==> src/aim_pkg.sv <==
// constants, register numbers and carrier types of the analog input bank
package aim_pkg;

    localparam int unsigned CHANNELS = 8;
    localparam int unsigned CLK_MHZ = 125;
    localparam int unsigned STEP_MS = 10;
    localparam int unsigned STEP_CYCLES = STEP_MS * CLK_MHZ * 1000;
    localparam int unsigned SAMPLES_PER_S = 2;
    localparam int unsigned SLOT_CYCLES =
        (CLK_MHZ * 1000000) / (SAMPLES_PER_S * CHANNELS);

    // register numbers as seen by the host, one 16-bit word each
    localparam logic [8:0] READING_FIRST = 9'h001;
    localparam logic [8:0] TOTAL_FIRST = 9'h001;
    localparam logic [8:0] INTERVAL_REG = 9'h084;
    localparam logic [8:0] MODE_FIRST = 9'h085;
    localparam logic [8:0] SUPPLY_CAL_REG = 9'h095;
    localparam logic [8:0] VOLT_CAL_REG = 9'h096;
    localparam logic [8:0] CUR_CAL_FIRST = 9'h097;
    localparam logic [8:0] RELAY_IN_REG = 9'h0F5;
    localparam logic [8:0] RELAY_OUT_REG = 9'h0F6;
    localparam logic [8:0] RELAY_SIZE_REG = 9'h0F7;
    localparam logic [8:0] WDOG_REG = 9'h0F8;
    localparam logic [8:0] TXLEAD_REG = 9'h0F9;
    localparam logic [8:0] SUPPLY_V_REG = 9'h0FA;
    localparam logic [8:0] SPEED_REG = 9'h0FD;
    localparam logic [8:0] COND_REG = 9'h0FE;
    localparam logic [8:0] FW_LEVEL_REG = 9'h0FF;
    localparam logic [8:0] TEST_REG = 9'h0FF;
    localparam logic [8:0] MODEL_ID_REG = 9'h100;
    localparam logic [8:0] CTRL_REG = 9'h100;

    // values after reset, and the highest speed index
    localparam logic [15:0] INTERVAL_RST = 16'h0064;
    localparam logic [15:0] MODE_RST = 16'h0000;
    localparam logic [15:0] CAL_RST = 16'hFFFF;
    localparam logic [15:0] RELAY_RST = 16'h0000;
    localparam logic [15:0] WDOG_RST = 16'h0000;
    localparam logic [15:0] TXLEAD_RST = 16'h0000;
    localparam logic [15:0] SPEED_RST = 16'h0002;
    localparam logic [15:0] COND_RST = 16'h0001;
    localparam logic [15:0] SPEED_MAX = 16'h0005;

    // scaling modes and condition bits
    localparam logic [15:0] MODE_RAW = 16'h0000;
    localparam logic [15:0] MODE_MA = 16'h0001;
    localparam logic [15:0] MODE_5V = 16'h0002;
    localparam logic [15:0] COND_RESTART = 16'h0001;
    localparam logic [15:0] COND_TIMEOUT = 16'h0002;

    // identity words, values arbitrary
    localparam logic [15:0] FW_LEVEL = 16'h0100;
    localparam logic [15:0] MODEL_ID = 16'h0A5A;

    typedef struct packed {
        logic rd;
        logic wr;
        logic holding;
        logic [8:0] addr;
        logic [15:0] wdata;
    } aim_req_t;

    typedef struct packed {
        logic valid;
        logic err;
        logic [15:0] rdata;
    } aim_ans_t;

    typedef struct packed {
        logic valid;
        logic [8:0] addr;
        logic [15:0] data;
    } aim_nv_t;

    typedef struct packed {
        logic [15:0] supply;
        logic [15:0] volt;
        logic [7:0][15:0] cur;
    } aim_cal_t;

    typedef struct packed {
        logic [15:0] in_base;
        logic [15:0] out_base;
        logic [15:0] size;
    } aim_relay_t;

endpackage : aim_pkg

==> src/aim_bank.sv <==
// register bank, conversion sequencer and totalizers of the analog inputs
`timescale 1ns/10ps

// Overview of operation
// one shared converter visits eight channels in turn
// each channel refreshed about twice per second
// eight latest readings in input registers 1-8
// input registers read-only, holding registers read/write
// totals add each reading every sampling interval
// 32-bit totals, odd register holds upper half
// writable interval register sets accumulation period
// mode 0 raw, 1 milliamp, 2 five-volt
// supply voltage reported as tenths of volts
// supply reading scaled by numerator over 65535
// voltage mode shared numerator, current per channel
// calibration kept in nonvolatile store, host-writable
// three relaying registers: bases and block size
// watchdog period counted in 10 ms steps
// transmit enable leads data by 10 ms steps
// speed index 0..5 selects line speed
// status 0001h restart, 0002h link timeout
// host leaves factory test registers alone
// no valid message in period sets timeout
// restart sets flag; write-one clears flags
module aim_bank #(
    parameter int unsigned STEP_CYCLES = aim_pkg::STEP_CYCLES,
    parameter int unsigned SLOT_CYCLES = aim_pkg::SLOT_CYCLES
) (
    input wire logic clk_i,
    input wire logic rstn_i,
    input wire aim_pkg::aim_req_t req_i,
    output aim_pkg::aim_ans_t ans_o,
    output logic [2:0] chan_sel_o,
    output logic conv_start_o,
    input wire logic conv_done_i,
    input wire logic [15:0] conv_data_i,
    input wire logic [15:0] supply_raw_i,
    input wire aim_pkg::aim_cal_t nv_cal_i,
    output aim_pkg::aim_nv_t nv_save_o,
    input wire logic msg_valid_i,
    input wire logic tx_req_i,
    input wire logic tx_done_i,
    output logic tx_en_o,
    output logic tx_go_o,
    output logic [2:0] line_speed_o,
    output aim_pkg::aim_relay_t relay_o
);

    typedef enum logic [1:0] {
        CV_WAIT = 2'b01,
        CV_BUSY = 2'b10
    } aim_cv_t;

    // numerator over 65535: (p + p>>16 + 1) >> 16 is exact for p < 2**32 - 1, so for any 16 by 16 product
    function automatic logic [15:0] aim_scale(input logic [15:0] raw,
                                              input logic [15:0] num);
        logic [31:0] p;
        logic [32:0] s;
        p = raw * num;
        s = {1'b0, p} + {17'h00000, p[31:16]} + 33'h000000001;
        return s[31:16];
    endfunction : aim_scale

    logic [23:0] step_cnt_q;
    logic tick_q;
    logic [23:0] slot_cnt_q;
    aim_cv_t cv_q;
    logic [2:0] ch_q;
    logic start_q;
    logic [15:0] reading_q [aim_pkg::CHANNELS];
    logic [31:0] total_q [aim_pkg::CHANNELS];
    logic [15:0] mode_q [aim_pkg::CHANNELS];
    logic [15:0] cur_cal_q [aim_pkg::CHANNELS];
    logic [15:0] interval_q, ivl_cnt_q;
    logic acc_q;
    logic [15:0] supply_cal_q, volt_cal_q, supply_v_q;
    logic [15:0] wdog_q, wd_cnt_q, txlead_q, lead_cnt_q, speed_q, cond_q;
    logic wd_fire;
    logic boot_q;
    logic tx_en_q, tx_go_q;
    aim_pkg::aim_relay_t relay_q;
    aim_pkg::aim_ans_t ans_q, ans_d;
    aim_pkg::aim_nv_t nv_q;
    logic hw;
    logic [15:0] num_sel, scaled;

    assign hw = req_i.wr & req_i.holding;
    assign wd_fire = tick_q && wdog_q != 16'h0000
                     && wd_cnt_q + 16'h0001 >= wdog_q;

    // shared 10 ms time base for interval, watchdog and transmit lead
    always_ff @(posedge clk_i) begin
        if (!rstn_i) begin
            step_cnt_q <= 24'h000000;
            tick_q <= 1'b0;
        end else if (step_cnt_q == 24'(STEP_CYCLES - 1)) begin
            step_cnt_q <= 24'h000000;
            tick_q <= 1'b1;
        end else begin
            step_cnt_q <= step_cnt_q + 24'h000001;
            tick_q <= 1'b0;
        end
    end

    // slot timer paces the multiplexer: 16 slots a second, 2 per channel
    always_ff @(posedge clk_i) begin
        if (!rstn_i) begin
            slot_cnt_q <= 24'h000000;
            cv_q <= CV_WAIT;
            ch_q <= 3'h0;
            start_q <= 1'b0;
        end else begin
            start_q <= 1'b0;
            if (slot_cnt_q == 24'(SLOT_CYCLES - 1)) begin
                slot_cnt_q <= 24'h000000;
            end else begin
                slot_cnt_q <= slot_cnt_q + 24'h000001;
            end
            unique case (cv_q)
                CV_WAIT: begin
                    if (slot_cnt_q == 24'(SLOT_CYCLES - 1)) begin
                        start_q <= 1'b1;
                        cv_q <= CV_BUSY;
                    end
                end
                CV_BUSY: begin
                    if (conv_done_i) begin
                        ch_q <= ch_q + 3'h1;
                        cv_q <= CV_WAIT;
                    end
                end
                default: cv_q <= CV_WAIT;
            endcase
        end
    end

    // pick the numerator by mode of the channel being converted
    always_comb begin
        if (mode_q[ch_q] == aim_pkg::MODE_MA) begin
            num_sel = cur_cal_q[ch_q];
        end else begin
            num_sel = volt_cal_q;
        end
        if (mode_q[ch_q] == aim_pkg::MODE_MA
            || mode_q[ch_q] == aim_pkg::MODE_5V) begin
            scaled = aim_scale(conv_data_i, num_sel);
        end else begin
            scaled = conv_data_i;
        end
    end

    // sampling interval counts 10 ms ticks; zero stops accumulation
    always_ff @(posedge clk_i) begin
        if (!rstn_i) begin
            ivl_cnt_q <= 16'h0000;
            acc_q <= 1'b0;
        end else begin
            acc_q <= 1'b0;
            if (tick_q && interval_q != 16'h0000) begin
                if (ivl_cnt_q + 16'h0001 >= interval_q) begin
                    ivl_cnt_q <= 16'h0000;
                    acc_q <= 1'b1;
                end else begin
                    ivl_cnt_q <= ivl_cnt_q + 16'h0001;
                end
            end
        end
    end

    // per-channel reading, mode, current numerator and running total
    for (genvar k = 0; k < aim_pkg::CHANNELS; k++) begin : g_chan
        localparam logic [8:0] HI = aim_pkg::TOTAL_FIRST + 9'(2 * k);
        localparam logic [8:0] MD = aim_pkg::MODE_FIRST + 9'(k);
        localparam logic [8:0] CC = aim_pkg::CUR_CAL_FIRST + 9'(k);
        always_ff @(posedge clk_i) begin
            if (!rstn_i) begin
                reading_q[k] <= 16'h0000;
            end else if (cv_q == CV_BUSY && conv_done_i
                         && ch_q == 3'(k)) begin
                reading_q[k] <= scaled;
            end
        end
        // a host write to a half wins over that tick's addition
        always_ff @(posedge clk_i) begin
            if (!rstn_i) begin
                total_q[k] <= 32'h00000000;
            end else if (hw && req_i.addr == HI) begin
                total_q[k][31:16] <= req_i.wdata;
            end else if (hw && req_i.addr == HI + 9'h001) begin
                total_q[k][15:0] <= req_i.wdata;
            end else if (acc_q) begin
                total_q[k] <= total_q[k] + {16'h0000, reading_q[k]};
            end
        end
        always_ff @(posedge clk_i) begin
            if (!rstn_i) begin
                mode_q[k] <= aim_pkg::MODE_RST;
                cur_cal_q[k] <= aim_pkg::CAL_RST;
            end else if (boot_q) begin
                cur_cal_q[k] <= nv_cal_i.cur[k];
            end else if (hw && req_i.addr == MD) begin
                mode_q[k] <= req_i.wdata;
            end else if (hw && req_i.addr == CC) begin
                cur_cal_q[k] <= req_i.wdata;
            end
        end
    end

    // shared holding registers; calibration reloads once after reset
    always_ff @(posedge clk_i) begin
        if (!rstn_i) begin
            boot_q <= 1'b1;
            interval_q <= aim_pkg::INTERVAL_RST;
            supply_cal_q <= aim_pkg::CAL_RST;
            volt_cal_q <= aim_pkg::CAL_RST;
            relay_q <= {3{aim_pkg::RELAY_RST}};
            wdog_q <= aim_pkg::WDOG_RST;
            txlead_q <= aim_pkg::TXLEAD_RST;
            speed_q <= aim_pkg::SPEED_RST;
        end else if (boot_q) begin
            boot_q <= 1'b0;
            supply_cal_q <= nv_cal_i.supply;
            volt_cal_q <= nv_cal_i.volt;
        end else if (hw) begin
            unique case (req_i.addr)
                aim_pkg::INTERVAL_REG: interval_q <= req_i.wdata;
                aim_pkg::SUPPLY_CAL_REG: supply_cal_q <= req_i.wdata;
                aim_pkg::VOLT_CAL_REG: volt_cal_q <= req_i.wdata;
                aim_pkg::RELAY_IN_REG: relay_q.in_base <= req_i.wdata;
                aim_pkg::RELAY_OUT_REG: relay_q.out_base <= req_i.wdata;
                aim_pkg::RELAY_SIZE_REG: relay_q.size <= req_i.wdata;
                aim_pkg::WDOG_REG: wdog_q <= req_i.wdata;
                aim_pkg::TXLEAD_REG: txlead_q <= req_i.wdata;
                aim_pkg::SPEED_REG: begin
                    if (req_i.wdata <= aim_pkg::SPEED_MAX) begin
                        speed_q <= req_i.wdata;
                    end
                end
                default: ;
            endcase
        end
    end

    // calibration writes are echoed to the nonvolatile store
    always_ff @(posedge clk_i) begin
        if (!rstn_i) begin
            nv_q <= '0;
        end else begin
            nv_q.valid <= hw && !boot_q
                && (req_i.addr == aim_pkg::SUPPLY_CAL_REG
                    || req_i.addr == aim_pkg::VOLT_CAL_REG
                    || (req_i.addr >= aim_pkg::CUR_CAL_FIRST
                        && req_i.addr <= aim_pkg::CUR_CAL_FIRST + 9'h007));
            nv_q.addr <= req_i.addr;
            nv_q.data <= req_i.wdata;
        end
    end

    // supply reading is resampled every cycle through its numerator
    always_ff @(posedge clk_i) begin
        if (!rstn_i) begin
            supply_v_q <= 16'h0000;
        end else begin
            supply_v_q <= aim_scale(supply_raw_i, supply_cal_q);
        end
    end

    // watchdog counts ticks since the last good message; zero disables
    always_ff @(posedge clk_i) begin
        if (!rstn_i || msg_valid_i || wd_fire) begin
            wd_cnt_q <= 16'h0000;
        end else if (tick_q && wdog_q != 16'h0000) begin
            wd_cnt_q <= wd_cnt_q + 16'h0001;
        end
    end

    // condition flags: reset marks restart, set beats a same-cycle clear
    always_ff @(posedge clk_i) begin
        if (!rstn_i) begin
            cond_q <= aim_pkg::COND_RST;
        end else begin
            cond_q <= (cond_q & ~((hw && req_i.addr == aim_pkg::COND_REG)
                                  ? req_i.wdata : 16'h0000))
                      | (wd_fire ? aim_pkg::COND_TIMEOUT : 16'h0000);
        end
    end

    // transmit enable goes up first, or with data when the lead is zero; data follows after the lead time
    always_ff @(posedge clk_i) begin
        if (!rstn_i) begin
            tx_en_q <= 1'b0;
            tx_go_q <= 1'b0;
            lead_cnt_q <= 16'h0000;
        end else begin
            tx_go_q <= 1'b0;
            if (tx_done_i) begin
                tx_en_q <= 1'b0;
            end else if (tx_req_i && !tx_en_q) begin
                tx_en_q <= 1'b1;
                lead_cnt_q <= 16'h0000;
                tx_go_q <= txlead_q == 16'h0000;
            end else if (tx_en_q && tick_q && lead_cnt_q < txlead_q) begin
                lead_cnt_q <= lead_cnt_q + 16'h0001;
                tx_go_q <= lead_cnt_q + 16'h0001 == txlead_q;
            end
        end
    end

    // read mux; the factory words read zero and refuse writes
    always_comb begin
        ans_d = '0;
        ans_d.valid = req_i.rd | req_i.wr;
        if (req_i.wr && !req_i.holding) begin
            ans_d.err = 1'b1;
        end else if (req_i.holding) begin
            unique case (req_i.addr)
                aim_pkg::INTERVAL_REG: ans_d.rdata = interval_q;
                aim_pkg::SUPPLY_CAL_REG: ans_d.rdata = supply_cal_q;
                aim_pkg::VOLT_CAL_REG: ans_d.rdata = volt_cal_q;
                aim_pkg::RELAY_IN_REG: ans_d.rdata = relay_q.in_base;
                aim_pkg::RELAY_OUT_REG: ans_d.rdata = relay_q.out_base;
                aim_pkg::RELAY_SIZE_REG: ans_d.rdata = relay_q.size;
                aim_pkg::WDOG_REG: ans_d.rdata = wdog_q;
                aim_pkg::TXLEAD_REG: ans_d.rdata = txlead_q;
                aim_pkg::SPEED_REG: begin
                    ans_d.rdata = speed_q;
                    ans_d.err = req_i.wr && req_i.wdata > aim_pkg::SPEED_MAX;
                end
                aim_pkg::COND_REG: ans_d.rdata = cond_q;
                aim_pkg::TEST_REG, aim_pkg::CTRL_REG: ans_d.err = req_i.wr;
                default: ans_d.err = 1'b1;
            endcase
            for (int i = 0; i < aim_pkg::CHANNELS; i++) begin
                if (req_i.addr == aim_pkg::TOTAL_FIRST + 9'(2 * i)) begin
                    ans_d.rdata = total_q[i][31:16];
                    ans_d.err = 1'b0;
                end
                if (req_i.addr == aim_pkg::TOTAL_FIRST + 9'(2 * i + 1)) begin
                    ans_d.rdata = total_q[i][15:0];
                    ans_d.err = 1'b0;
                end
                if (req_i.addr == aim_pkg::MODE_FIRST + 9'(i)) begin
                    ans_d.rdata = mode_q[i];
                    ans_d.err = 1'b0;
                end
                if (req_i.addr == aim_pkg::CUR_CAL_FIRST + 9'(i)) begin
                    ans_d.rdata = cur_cal_q[i];
                    ans_d.err = 1'b0;
                end
            end
        end else begin
            unique case (req_i.addr)
                aim_pkg::SUPPLY_V_REG: ans_d.rdata = supply_v_q;
                aim_pkg::FW_LEVEL_REG: ans_d.rdata = aim_pkg::FW_LEVEL;
                aim_pkg::MODEL_ID_REG: ans_d.rdata = aim_pkg::MODEL_ID;
                default: ans_d.err = 1'b1;
            endcase
            for (int i = 0; i < aim_pkg::CHANNELS; i++) begin
                if (req_i.addr == aim_pkg::READING_FIRST + 9'(i)) begin
                    ans_d.rdata = reading_q[i];
                    ans_d.err = 1'b0;
                end
            end
        end
    end

    // answer registered one cycle after the request
    always_ff @(posedge clk_i) begin
        if (!rstn_i) begin
            ans_q <= '0;
        end else begin
            ans_q <= ans_d;
        end
    end

    assign ans_o = ans_q;
    assign chan_sel_o = ch_q;
    assign conv_start_o = start_q;
    assign nv_save_o = nv_q;
    assign tx_en_o = tx_en_q;
    assign tx_go_o = tx_go_q;
    assign line_speed_o = speed_q[2:0];
    assign relay_o = relay_q;
endmodule : aim_bank

==> config.mk <==
export PLATFORM = sky130hd
export DESIGN_NAME = aim_bank
export DESIGN_NICKNAME = d
export VERILOG_FILES = /design/src/aim_pkg.sv /design/src/aim_bank.sv
export SDC_FILE = /design/constraint.sdc
export NUM_CORES = 2
export LEC_CHECK = 0
export BUFFER_PORTS_ARGS = -buffer_cell sky130_fd_sc_hd__buf_2
export CAP_MARGIN = 40
export CORE_AREA = 2 2 404 406
export CTS_CLUSTER_DIAMETER = 30
export DETAILED_ROUTE_END_ITERATION = 6
export DIE_AREA = 0 0 406 408
export PLACE_DENSITY = 0.68
export SLEW_MARGIN = 10
export SYNTH_ARGS = -nofsm -noshare
export SYNTH_HDL_FRONTEND = slang
export SYNTH_SLANG_ARGS = --single-unit
==> constraint.sdc <==
create_clock -name clk_i -period 26.3 [get_ports clk_i]
set_input_delay 1.315 -clock clk_i [delete_from_list [all_inputs] [get_ports clk_i]]
set_output_delay 1.315 -clock clk_i [all_outputs]
set_load 0.01 [all_outputs]
== Word-level counts from Yosys, hierarchy flattened ==
Memories as Yosys holds them, arrays and structs flattened. A register that Yosys moved wholly into a read port is not among the register bits.
Cells that the tools add are included.
Operators by class
  add/sub/neg operators: 18
  multiply operators: 2
  $lt $le $gt $ge: 7
  eq/ne operators: 61
  muxes and demuxes: 324
  bitwise operators: 72
  reductions and logical operators: 91
Operator list (number)
  $mux 16: 76
  $mux 17: 41
  $add 32x16->32: 10
  $eq 9x8->1 const B: 28
  $mux 1: 196
  $pmux 16 s10: 1
  $eq 9x4->1 const B: 8
  $or 1x1->1: 65
  $add 32x1->32 const B: 2
  $mul 16x16->32: 2
  $logic_and 1x1->1: 53
  $add 16x1->16 const B: 3
  $add 24x1->24 const B: 2
  $pmux 16 s3: 1
  $eq 9x3->1 const B: 4
  $ge 16x16->1: 2
  $reduce_bool 16->1: 2
  $eq 24x21->1 const B: 1
  $eq 24x23->1 const B: 1
  $eq 9x2->1 const B: 2
  $reduce_and 3->1: 6
  $and 16x16->16: 1
  $eq 16x1->1 const B: 1
  $eq 16x16->1: 1
  other kinds (34): 66
Storage, ports and cells
  register bits: 327
  memory bits (writable): 640
  memories: 4
Memories
  total_q: depth 8, width 32, read ports 8, clocked after Yosys merged registers in 0, wr ports 8, RTL line aim_bank.sv:71  | logic [31:0] total_q [aim_pkg::CHANNELS];
  cur_cal_q: depth 8, width 16, read ports 9, clocked after Yosys merged registers in 1, wr ports 8, RTL line aim_bank.sv:73  | logic [15:0] cur_cal_q [aim_pkg::CHANNELS];
  mode_q: depth 8, width 16, read ports 9, clocked after Yosys merged registers in 1, wr ports 8, RTL line aim_bank.sv:72  | logic [15:0] mode_q [aim_pkg::CHANNELS];
  reading_q: depth 8, width 16, read ports 8, clocked after Yosys merged registers in 0, wr ports 8, RTL line aim_bank.sv:70  | logic [15:0] reading_q [aim_pkg::CHANNELS];

== Logic depth before layout (Yosys ltp) ==
  word-level depth: 37
  gate-level depth with buffers: 46
  gate-level depth less buffers: 40

== Worst setup path before layout ==
Ideal clock, no wire load.
  kind: reg2reg
  start point: register with a tool-made name
  end point: memory reading_q[5][15] (netlist: reading_q[1][31]), data pin
  setup time: 150 ps
  data arrival time: 11019 ps
  required time: 26150 ps
  setup slack: 15131 ps
  cell stages (with the launch flop): 45
  clock period less this slack: 11169 ps
  cell sequence: dfxtp_1 > buf_1 > mux4_2 > mux2i_1 > nand2b_1 > nand2b_1 > clkbuf_1 > clkbuf_1 > nand2_1 > o21ai_0 > clkbuf_1 > nand2_1 > fa_1 > fa_1 > fa_1 > inv_1 > fa_1 > fa_1 > (+9 left out) > o211ai_1 > a21oi_1 > o211ai_2 > clkinv_1 > ha_1 > o21ai_0 > a211oi_1 > a2111oi_0 > nor3_2 > and4_4 > and4_1 > buf_6 > nand3_4 > or4_4 > buf_6 > buf_6 > or3_1 > o211ai_2
RTL lines (RTL line)
  to (decl): aim_bank.sv:70

==> flow_summary.toml <==
[outcome]
run_status = "complete, but fails checks"
violations_in_the_final_reports = "DRC"

[clocking]
worst_skew_pair.late_latency_ps = 910
ctsLongestPathBuffers = 3
cts.sinks = 970
clk_pin_slew_worst_paths_ps = 50
cts_made_buffers = 228
cts_setup_buffers = 0
clock_tree_from_tritoncts = "built"
cts_htree_levels = 4
post_cts.resized_instances = 0
cts.hold.buffers_added = 0
clock-root-buffer = "sky130_fd_sc_hd__clkbuf_16"

[sta]
timing.final.max_slew_violations = 0
setup_ws_ps = 13920
finClkSkew_ps = 98.7
final_setup_violation_count = 0
setup_tns_ps = 0
rsz_0062_raised_after_global_routing = "false"
worstMarginPinSlew_ps = 1110
timing.max_slew.rel_slack_pct = 25.7
fmaxAchievable_mhz = 80.8
worst_hold_margin_ps = 431
final_min_period_over_clock_period_pct = 47.1
layout_min_cycle_time_ps = 12380
final-hold-violation-count = 0

[layout]
area_taken_by_multi_input_logic_gates_um2 = 42500
nNetsFinal = 9105
flow.area_growth_from_synthesis_pct = 17.6
layout.cells.most_common_list = "sky130_fd_sc_hd__nand2_1 (1052), sky130_fd_sc_hd__edfxtp_1 (640), sky130_fd_sc_hd__nor2_1 (615), sky130_fd_sc_hd__inv_1 (613), sky130_fd_sc_hd__ha_1 (425)"
regArea_um2 = 25800
layout-drive-gt1-share_pct = 13.2
layout.cells.most_common = "sky130_fd_sc_hd__nand2_1"
n_fill_cell = 14600

[floorplan]
placement_rows = 148
die_area_um2 = 166000
core_region_area_um2 = 162000
floorplan.io_pins = 327
fp.dieH_um = 408
dieWidth_um = 406
floorplan.initialDensity_pct = 44.6

[routing]
routed_len_inst_um = 31.7
final_wl_um = 332000
ant_nets = 0
drc = 81
via_per_inst = 6.53
dr_total_vias = 68400
dr.first_iter.drc_count = 11200
dr.pass1.iters = 7

[logic_synthesis]
synth_warnings = 0
postSynth.asyncResetShare_pct = 0
syn-num-nets = 8780
synth.area.top_cells = "sky130_fd_sc_hd__edfxtp_1 (27%), sky130_fd_sc_hd__fa_1 (11%), sky130_fd_sc_hd__dfxtp_1 (9.2%)"
synthDistinctLibCells = 116
yosys_register_bits = 970
synth_sequential_area_ratio_pct = 35.8
ys.flop_type = "sky130_fd_sc_hd__edfxtp_1"
syn-mean-instance-area_um2 = 9.33
synth.largest_area_cell = "sky130_fd_sc_hd__edfxtp_1"
yosysTopAreaCellShare_pct = 26.6
post_synth_edffs = 640
netlist_instances = 7733
synth_area_um2 = 72200

[place]
dpl_worst_slack_ps = 14300
globalplace.congestion = 1.11
port_buffers = 326
dpl.hpwl_um = 247000

[power]
total_internal_power_w = 0.00738
sequential_share_of_power_pct = 12.9
p_clk_share_pct = 20.6
power.share.combinational_pct = 66.5
switchingPower_w = 0.00676
total_leakage_power_nw = 34.3
post-layout-total-power_w = 0.0141
ir_worst_vdd_mv = 0.420
p_per_area_nw_per_um2 = 167
power.share.switching_pct = 47.8

[critical_path]
critPathArrivalTime_ps = 13000
worst_ep_required_time_ps = 26920
crit_type = "flop to flop"
worst-path-max-fanout = 29
cp_slowest_cell = "sky130_fd_sc_hd__mux2i_1"
peak_per_stage_delay_on_the_critical_path_ps = 800
timing.critical_path.to_type = "flop"
critical_path.most_common_cell = "sky130_fd_sc_hd__fa_1"
worst_setup_path_start_kind = "flop"

[grt]
wire_length_of_the_first_global_routing_pass_um = 466000
gr-usage-all-layers_pct = 39.2
number_of_antenna_violations_at_the_first_check_in_global_routing = 52
globalRouteOverflowTotal = 0
grt_start_max_net_pins = 67
grt_pass1_vias = 64500

[hold_path]
hold_path_class = "flop to flop"

[run]
cap_violations = 0
==> cell families (layout without fill, tap and decap cells) <==
family / after synthesis / in the layout / synth area share, %
and+or+nand+nor: 2770 / 2770 / 17.9
muxes: 74 / 74 / 1.69
DFF: 970 / 970 / 35.8
AOI/OAI and AO/OA: 1641 / 1641 / 15.7
adders and majority gates: 821 / 821 / 18.4
other: 0 / 31 / 0
buffers and inverters: 1050 / 1579 / 5.57
xor gates and xnor gates: 407 / 407 / 4.94
==> final cells by class <==
| type | count | area share, % |
|---|---|---|
| Multi-Input combinational cell | 5713 | 50.1 |
| Sequential cell | 970 | 30.4 |
| Inverter | 615 | 2.72 |
| Antenna cell | 31 | 0.0914 |
| Tap cell | 2175 | 3.21 |
| Clock buffer | 275 | 7.32 |
| Clock inverter | 159 | 2.16 |
| Timing Repair Buffer | 530 | 3.96 |
==> cells in the mapped netlist (all sizes together), types with 208 or more instances <==
library cell and instances:
a21oi 371, and2 208, clkbuf 398, dfxtp 330, edfxtp 640, fa 396
ha 425, inv 614, nand2 1053, nand3 234, nor2 620, o21ai 240
o22ai 230, xor2 213
==> final timing paths <==
path	start	endpoint	depth (start not counted)	slack [ps]
worst max-delay path	mode_q[0][11]	reading_q[0][41]	39	13920
worst min-delay path	cond_q[14]	cond_q[14]	2	430
worst max register to register	mode_q[0][11]	reading_q[0][41]	39	13920
worst min register to register	cond_q[14]	cond_q[14]	2	430
==> metrics by stage <==
step | util [%] | instances | cell area, µm²
2_1_floorplan | - | 7733 | 72200
3_3_place_gp | 47.1 | 9956 | 76200
3_5_place_dp | 47.4 | 9998 | 76700
4_1_cts | 52.4 | 10400 | 84700
5_1_grt | 52.4 | 10400 | 84800
6_report | 52.5 | 10500 | 84800
==> per-layer routing <==
layer / vias to the layer above / global-route usage, % / part of all wire (%)
met4: 36 / 24.9 / 7.8
li1: 28300 / - / -
met3: 1222 / 14.7 / 15
met1: 33400 / 50.3 / 37
met2: 5395 / 55.1 / 41
met5: - / 0.322 / 0.079
==> flip-flops by register name (all words and copies together), names as in the netlist, 18 cells and up, named ones only <==
name / count
reading_q: 128
relay_o: 48
mode_q: 128
nv_save_o: 26
total_q: 256
cur_cal_q: 128
slot_cnt_q: 24
ans_o: 18
step_cnt_q: 24
==> worst max-delay path: cells and delay by family, from the launching register on <==
family,cells,cell delay [ps]
adder cells (fa/ha/maj),8,3750
AND/OR/NAND/NOR,10,2540
AO/OA/AOI/OAI,11,2510
multiplexers,3,1690
buffers and inverters,6,1050
flip-flops,1,390
XOR/XNOR,1,150
==> power by group through the flow <==
stage	Sequential [W]	Clock (W)	Combinational [W]
floorplan	0.00176	0	0.00723
global placement	0.00183	0	0.00909
detailed placement	0.00183	0	0.00929
CTS	0.00181	0.00291	0.00936
global route	0.00181	0.00299	0.0106
finish	0.00182	0.00291	0.00941
(Power assumes the default switching activity.)
